## config.mk

```make
export PLATFORM = sky130hd
export DESIGN_NAME = eeprom_register_default_loader
export DESIGN_NICKNAME = d
export VERILOG_FILES = /design/src/rtl/cfg_loader_pkg.sv /design/src/rtl/eeprom_register_default_loader.sv
export VERILOG_INCLUDE_DIRS = /design/src /design/src/rtl
export SDC_FILE = /design/constraint.sdc
export NUM_CORES = 1
export LEC_CHECK = 0
export BUFFER_PORTS_ARGS = -buffer_cell sky130_fd_sc_hd__buf_2
export CAP_MARGIN = 5
export CORE_ASPECT_RATIO = 1.5
export CORE_MARGIN = 2
export CORE_UTILIZATION = 50
export DETAILED_ROUTE_END_ITERATION = 10
export GPL_ROUTABILITY_DRIVEN = 0
export PLACE_DENSITY = 0.77
export SETUP_SLACK_MARGIN = 0.4
export SYNTH_ARGS = -nofsm -noshare
export SYNTH_HDL_FRONTEND = slang
export SYNTH_SLANG_ARGS = --single-unit
```

## constraint.sdc

```tcl
create_clock -name clk_in -period 2.84 [get_ports clk_in]
set_input_delay 0.142 -clock clk_in [delete_from_list [all_inputs] [get_ports clk_in]]
set_output_delay 0.142 -clock clk_in [all_outputs]
set_load 0.1 [all_outputs]
```

## src/rtl/cfg_loader_consts.svh

```systemverilog
// Constants for the startup configuration loader
`ifndef CFG_LOADER_CONSTS_SVH
`define CFG_LOADER_CONSTS_SVH
`define NV_ADDR_W 13
`define REG_ADDR_W 7
`define NV_IMAGE_BASE 13'h0040
`define NV_TRIM_ADDR 13'h0010
`define NV_PROT_BASE 13'h1C00
`define NV_PROT_STRIDE 13'h0018
`define REG_COUNT 8'h50
`define PROT_COUNT 8'h18
`define PROT_REG_BASE 7'h28
`define RST_COMMAND 8'h40
`define RST_QUEUE_CONTROL 8'h80
`define RST_FIFO_THRESHOLD 8'h05
`endif

```

## src/rtl/cfg_loader_pkg.sv

```systemverilog
// Types for the startup configuration loader
package cfg_loader_pkg;
    typedef enum logic [2:0] {
        ST_IDLE = 3'b000,
        ST_BOOT_RD = 3'b001,
        ST_BOOT_WR = 3'b010,
        ST_PROT_RD = 3'b011,
        ST_PROT_WR = 3'b100
    } load_state_t;
endpackage : cfg_loader_pkg

```

## src/rtl/eeprom_register_default_loader.sv

```systemverilog
// Copies stored register defaults from nonvolatile array into register file
`include "cfg_loader_consts.svh"
`timescale 1ns/1ps
`default_nettype none
module eeprom_register_default_loader #(
    parameter int NV_READ_LATENCY = 1
) (
    input wire logic clk_in,
    input wire logic reset_in,
    input wire logic [12:0] image_base_in,
    input wire logic protocol_settings_load_in,
    input wire logic [7:0] protocol_sel_in,
    output logic [12:0] nv_addr_out,
    output logic nv_rd_out,
    input wire logic [7:0] nv_data_in,
    output logic [6:0] reg_addr_out,
    output logic [7:0] reg_wdata_out,
    output logic [7:0] reg_wmask_out,
    output logic reg_we_out,
    input wire logic [7:0] reg_rw_mask_in,
    output logic [7:0] slow_oscillator_trim_out,
    output logic host_ready_out,
    output logic busy_out
);
    import cfg_loader_pkg::*;

    load_state_t state_reg, state_next;
    logic [7:0] idx_reg, idx_next;
    logic [12:0] src_reg, src_next;
    logic [7:0] wait_reg, wait_next;
    logic trim_pending_reg, trim_pending_next;
    logic [7:0] trim_reg, trim_next;
    logic ready_reg, ready_next;
    logic [12:0] nv_addr_reg, nv_addr_next;
    logic nv_rd_reg, nv_rd_next;
    logic [6:0] waddr_reg, waddr_next;
    logic [7:0] wdata_reg, wdata_next;
    logic [7:0] wmask_reg, wmask_next;
    logic we_reg, we_next;
    logic [6:0] dst_base_reg, dst_base_next;
    logic busy_reg, busy_next;

    // Protocol area address: base plus selection times stride
    function automatic logic [12:0] prot_addr(input logic [7:0] sel);
        logic [20:0] prod;
        prod = 21'(sel) * 21'(`NV_PROT_STRIDE);
        return 13'(`NV_PROT_BASE + prod[12:0]);
    endfunction : prot_addr

    // Sequencer next state; reads wait a fixed latency before writing
    always_comb begin
        state_next = state_reg;
        idx_next = idx_reg;
        src_next = src_reg;
        wait_next = wait_reg;
        trim_pending_next = trim_pending_reg;
        trim_next = trim_reg;
        ready_next = ready_reg;
        nv_addr_next = nv_addr_reg;
        nv_rd_next = 1'b0;
        waddr_next = waddr_reg;
        wdata_next = wdata_reg;
        wmask_next = wmask_reg;
        we_next = 1'b0;
        dst_base_next = dst_base_reg;
        unique case (state_reg)
            ST_IDLE: begin
                if (protocol_settings_load_in && ready_reg) begin
                    src_next = prot_addr(protocol_sel_in);
                    dst_base_next = `PROT_REG_BASE;
                    idx_next = 8'h00;
                    nv_addr_next = prot_addr(protocol_sel_in);
                    nv_rd_next = 1'b1;
                    wait_next = 8'(NV_READ_LATENCY);
                    state_next = ST_PROT_RD;
                end
            end
            ST_BOOT_RD, ST_PROT_RD: begin
                // Count down the full latency so data is taken once it stands
                if (wait_reg > 8'h00) begin
                    wait_next = wait_reg - 8'h01;
                end else begin
                    if (trim_pending_reg) begin
                        // Trim byte read first, then the image walk
                        trim_next = nv_data_in;
                        trim_pending_next = 1'b0;
                        // Image base is user changeable, taken at boot
                        src_next = image_base_in;
                        nv_addr_next = image_base_in;
                        nv_rd_next = 1'b1;
                        wait_next = 8'(NV_READ_LATENCY);
                    end else begin
                        waddr_next = 7'(dst_base_reg + 7'(idx_reg));
                        wdata_next = nv_data_in;
                        wmask_next = reg_rw_mask_in;
                        we_next = 1'b1;
                        state_next = (state_reg == ST_BOOT_RD) ?
                            ST_BOOT_WR : ST_PROT_WR;
                    end
                end
            end
            ST_BOOT_WR, ST_PROT_WR: begin
                if (idx_reg + 8'h01 >= ((state_reg == ST_BOOT_WR) ?
                        `REG_COUNT : `PROT_COUNT)) begin
                    ready_next = 1'b1;
                    state_next = ST_IDLE;
                end else begin
                    idx_next = idx_reg + 8'h01;
                    nv_addr_next = 13'(src_reg + 13'(idx_reg) + 13'h0001);
                    nv_rd_next = 1'b1;
                    wait_next = 8'(NV_READ_LATENCY);
                    state_next = (state_reg == ST_BOOT_WR) ?
                        ST_BOOT_RD : ST_PROT_RD;
                end
            end
            default: state_next = ST_IDLE;
        endcase
        // Busy registered from the next state so the pin is a flop
        busy_next = (state_next != ST_IDLE);
    end

    // State registers; boot copy begins right after reset
    always_ff @(posedge clk_in or posedge reset_in) begin
        if (reset_in) begin
            state_reg <= ST_BOOT_RD;
            idx_reg <= 8'h00;
            src_reg <= `NV_IMAGE_BASE;
            wait_reg <= 8'h00;
            trim_pending_reg <= 1'b1;
            trim_reg <= 8'h00;
            ready_reg <= 1'b0;
            nv_addr_reg <= `NV_TRIM_ADDR;
            nv_rd_reg <= 1'b0;
            waddr_reg <= 7'h00;
            wdata_reg <= 8'h00;
            wmask_reg <= 8'h00;
            we_reg <= 1'b0;
            dst_base_reg <= 7'h00;
            busy_reg <= 1'b1;
        end else begin
            state_reg <= state_next;
            idx_reg <= idx_next;
            src_reg <= src_next;
            wait_reg <= wait_next;
            trim_pending_reg <= trim_pending_next;
            trim_reg <= trim_next;
            ready_reg <= ready_next;
            nv_addr_reg <= nv_addr_next;
            nv_rd_reg <= nv_rd_next;
            waddr_reg <= waddr_next;
            wdata_reg <= wdata_next;
            wmask_reg <= wmask_next;
            we_reg <= we_next;
            dst_base_reg <= dst_base_next;
            busy_reg <= busy_next;
        end
    end

    // Outputs straight from flip-flops
    assign nv_addr_out = nv_addr_reg;
    assign nv_rd_out = nv_rd_reg;
    assign reg_addr_out = waddr_reg;
    assign reg_wdata_out = wdata_reg;
    assign reg_wmask_out = wmask_reg;
    assign reg_we_out = we_reg;
    assign slow_oscillator_trim_out = trim_reg;
    assign host_ready_out = ready_reg;
    assign busy_out = busy_reg;

    // Strobe to write distance: array latency plus the take cycle
    localparam int RD_TO_WR = NV_READ_LATENCY + 1;
endmodule : eeprom_register_default_loader
`default_nettype wire

```

==> results.md <==
- Run status: finished clean
- Clock Path Buffers: 2
- Maximum net fanout on the critical path: 6
- Synth unique cells: 70
- Share of cells above drive strength 1: 0.358
- H-Tree Depth: 3
- Largest net degree at the start of global routing: 44
- Worst EP required: 3.12 ns
- Worst path cell trace: ha_4 > nand3_4 > nor2_2 > xor2_1 > ha_2 > or4b_4 > a32oi_2 > o31ai_4 > or4b_4 > a21oi_2
- Hold Violations, Final: 0
- Routed WL: 12,000 µm
- Fill count: 719
- Number of top-level pins: 88
- Cell count of the worst reg-to-reg path: 10
- Die H: 123 µm
- Worst Tran Pin Value: 0.714 ns
- Peak VDD IR: 0.293 mV
- Synth Cell Area: 4730 µm²
- Synth top cells by count: dfrtp_1, nand2_1, nor2_1, o21ai_0, ha_1
- Starting Density: 0.514
- Total CTS buffers: 9
- Core area: 9200 µm²
- Most used flip-flop cell after synthesis: dfrtp_1
- Final Hold Slack: 0.0177 ns
- Kind of critical path: reg2reg
- Vias in the first global route: 4,114
- Drt first-iter violations: 355
- GRT Total Usage: 0.236
- Root Buffer: clkbuf_16
- TritonRoute pass-1 iters: 6
- # rows: 43
- Hold depth: 2
- Post-Synth Simple-Gate Area: 0.136
- Per-cell routed wire length: 17.5 µm
- Highest-delay cell along the critical path: or4b_4
- ANT nets after route: 0
- Initial antenna violation count: 0
- # diodes: 0
- Area Growth Syn to Fin: 26.7%
- Synth Net Count: 526
- Worst Path Arrival: 2.97 ns
- Final period utilization: 0.948
- Final setup viols: 0
- Compound-Gate Fraction of Synth Area: 0.168
- Adder-cell share of the synthesized area: 0.0772
- Die area: 10,300 µm²
- HP Class: in2reg
- Worst r2r src: idx_reg[0]$_DFFE_PP0P_
- Drt drc: 0
- CP max stage delay: 0.51 ns
- Buf/Inv on CP: 0
- Worst Clk Skew: 0.0125 ns
- Leading area contributor after synthesis: dfrtp_1
- Final #Nets: 639
- GRT overflow: 0
- Yosys reg bits: 82
- CTS Sinks: 82
- FMAX: 0.372 GHz
- Critical Path Stages: 10
- P per Cell Area: 423 nW/µm²
- Die width: 83.4 µm
- Most common cell in the netlist: dfrtp_1
- Critical Path Start: idx_reg[0]$_DFFE_PP0P_
- RSZ-0062 raised after global routing: yes
- CTS tree: yes
- DR vias: 4,127
- Fin crit period: 2.69 ns
- CP endpoint kind: register
- First-pass GRT wire length: 19,400 µm
- Post-detail-place hpwl: 8500 µm
- Top cell by count, worst path: or4b_4
- Dpl cell area: 5410 µm²
- CP startpoint kind: register
- Setup TNS: 0 ns
- Clk slew on worst S/H paths: 0.07 ns
- Min-delay src: reg_rw_mask_in[6]
- Total of max-cap violations: 0
- Multiplexer area fraction after synthesis: 0.110
- Slew Viols, Final: 0
- Synth Area in XOR/XNOR: 0.0370
- Leak pwr: 2.92 nW
- Mapped Cells: 458
- Yosys top cell area share: 0.407
- Count of flip-flops with a built-in enable after synthesis: 0
- Largest family of logic cells by synthesized area: compound AO/OA/AOI/OAI gates
- Skew-Pair Late Insertion Delay: 0.35 ns
- CP top delay family: simple AND/OR/NAND/NOR gates
- Vias per inst: 6.00
- Fraction of registers with async set/reset: 1.00
- Synthesis warning total: 0
- Max-slew headroom: 0.519
- Post-synthesis sequential area ratio: 0.435
- Design area: 5990 µm²
- Avg Cell Area, Syn: 10.3 µm²
- Top post-synthesis cells by area: dfrtp_1, ha_1, mux2_2
- Port Buf Inserts: 87
-- kinds of logic (layout without fill, tap and decap cells) --
| kind of cell | after synthesis | count (layout) |
|---|---|---|
| simple gates | 125 | 125 |
| flops | 82 | 82 |
| compound gates | 117 | 117 |
| xor+xnor | 20 | 20 |
| buf+inv | 39 | 157 |
| mux | 47 | 47 |
| fa+ha+maj | 28 | 28 |
-- final cells by class --
class                           instances  area (µm²)  area share
Clock buffer                            9         225      0.0376
Multi-Input combinational cell        337        2710       0.451
Clock inverter                          7        53.8     0.00898
Timing Repair Buffer                  120         729       0.122
Sequential cell                        82        2060       0.343
Inverter                               21        82.6      0.0138
Tap cell                              112         140      0.0234
-- power by group --
| part | leakage [nW] | switching (mW) | internal [mW] |
|---|---|---|---|
| Clock | 0.116 | 0.503 | 0.595 |
| Sequential | 1.07 | 0.0104 | 1.18 |
| Combinational | 1.73 | 0.144 | 0.107 |
| Total | 2.92 | 0.657 | 1.88 |
-- metal layers --
layer | wire length, µm | track usage
met5 | 0 | 0
met3 | 597 | 0.0367
met1 | 4560 | 0.269
met4 | 429 | 0.119
met2 | 6450 | 0.431
-- final timing paths --
kind,to,slack (ns)
setup / recovery,wait_reg[6]$_DFFE_PP0P_,0.15
hold / removal,reg_wmask_out[6]$_DFFE_PP0P_,0.02
setup reg to reg,wait_reg[6]$_DFFE_PP0P_,0.15
hold reg to reg,nv_addr_out[4]$_DFFE_PP1P_,0.47
max in group asynchronous,src_reg[6]$_DFFE_PP1P_,1.69
min in group asynchronous,reg_wdata_out[0]$_DFFE_PP0P_,0.44
-- cell usage in the layout, fill, tap and decap left out, types with 5 or more instances in the layout --
master      count
a21oi_1        16
a21oi_2         6
a31oi_1         6
buf_2          87
buf_4          25
buf_6           5
clkbuf_16       9
clkinvlp_4      6
dfrtp_1        77
dfstp_2         5
ha_1           24
inv_1          19
mux2_1         16
mux2_2         23
mux2i_1         8
nand2_1        35
nand2b_1        8
nand3_1         7
nand4_1         5
nor2_1         29
nor2b_1         6
o211ai_1        8
o21ai_0        26
o21ai_1         5
xnor2_1        10
xor2_1         10
-- through the flow --
step                      utilization  instances  power, mW  worst slack [ns]
after floorplan                     -        458       1.37             0.196
after global placement          0.588        659       1.45             0.249
after detailed placement        0.588        659       1.46             0.146
after CTS                       0.640        683       2.55             0.261
after global routing            0.652        688       2.63            0.0761
final                           0.652        688       2.54             0.149
-- what timing repair did --
action,4_1_cts,5_1_grt
gates cloned,0,0
hold endpoints to repair,38,0
setup endpoints to repair,28,43
pin swaps,9,6
resized for setup,21,20
hold buffers,1,0
setup buffers,7,5
Power figures use the tool's default switching activity.
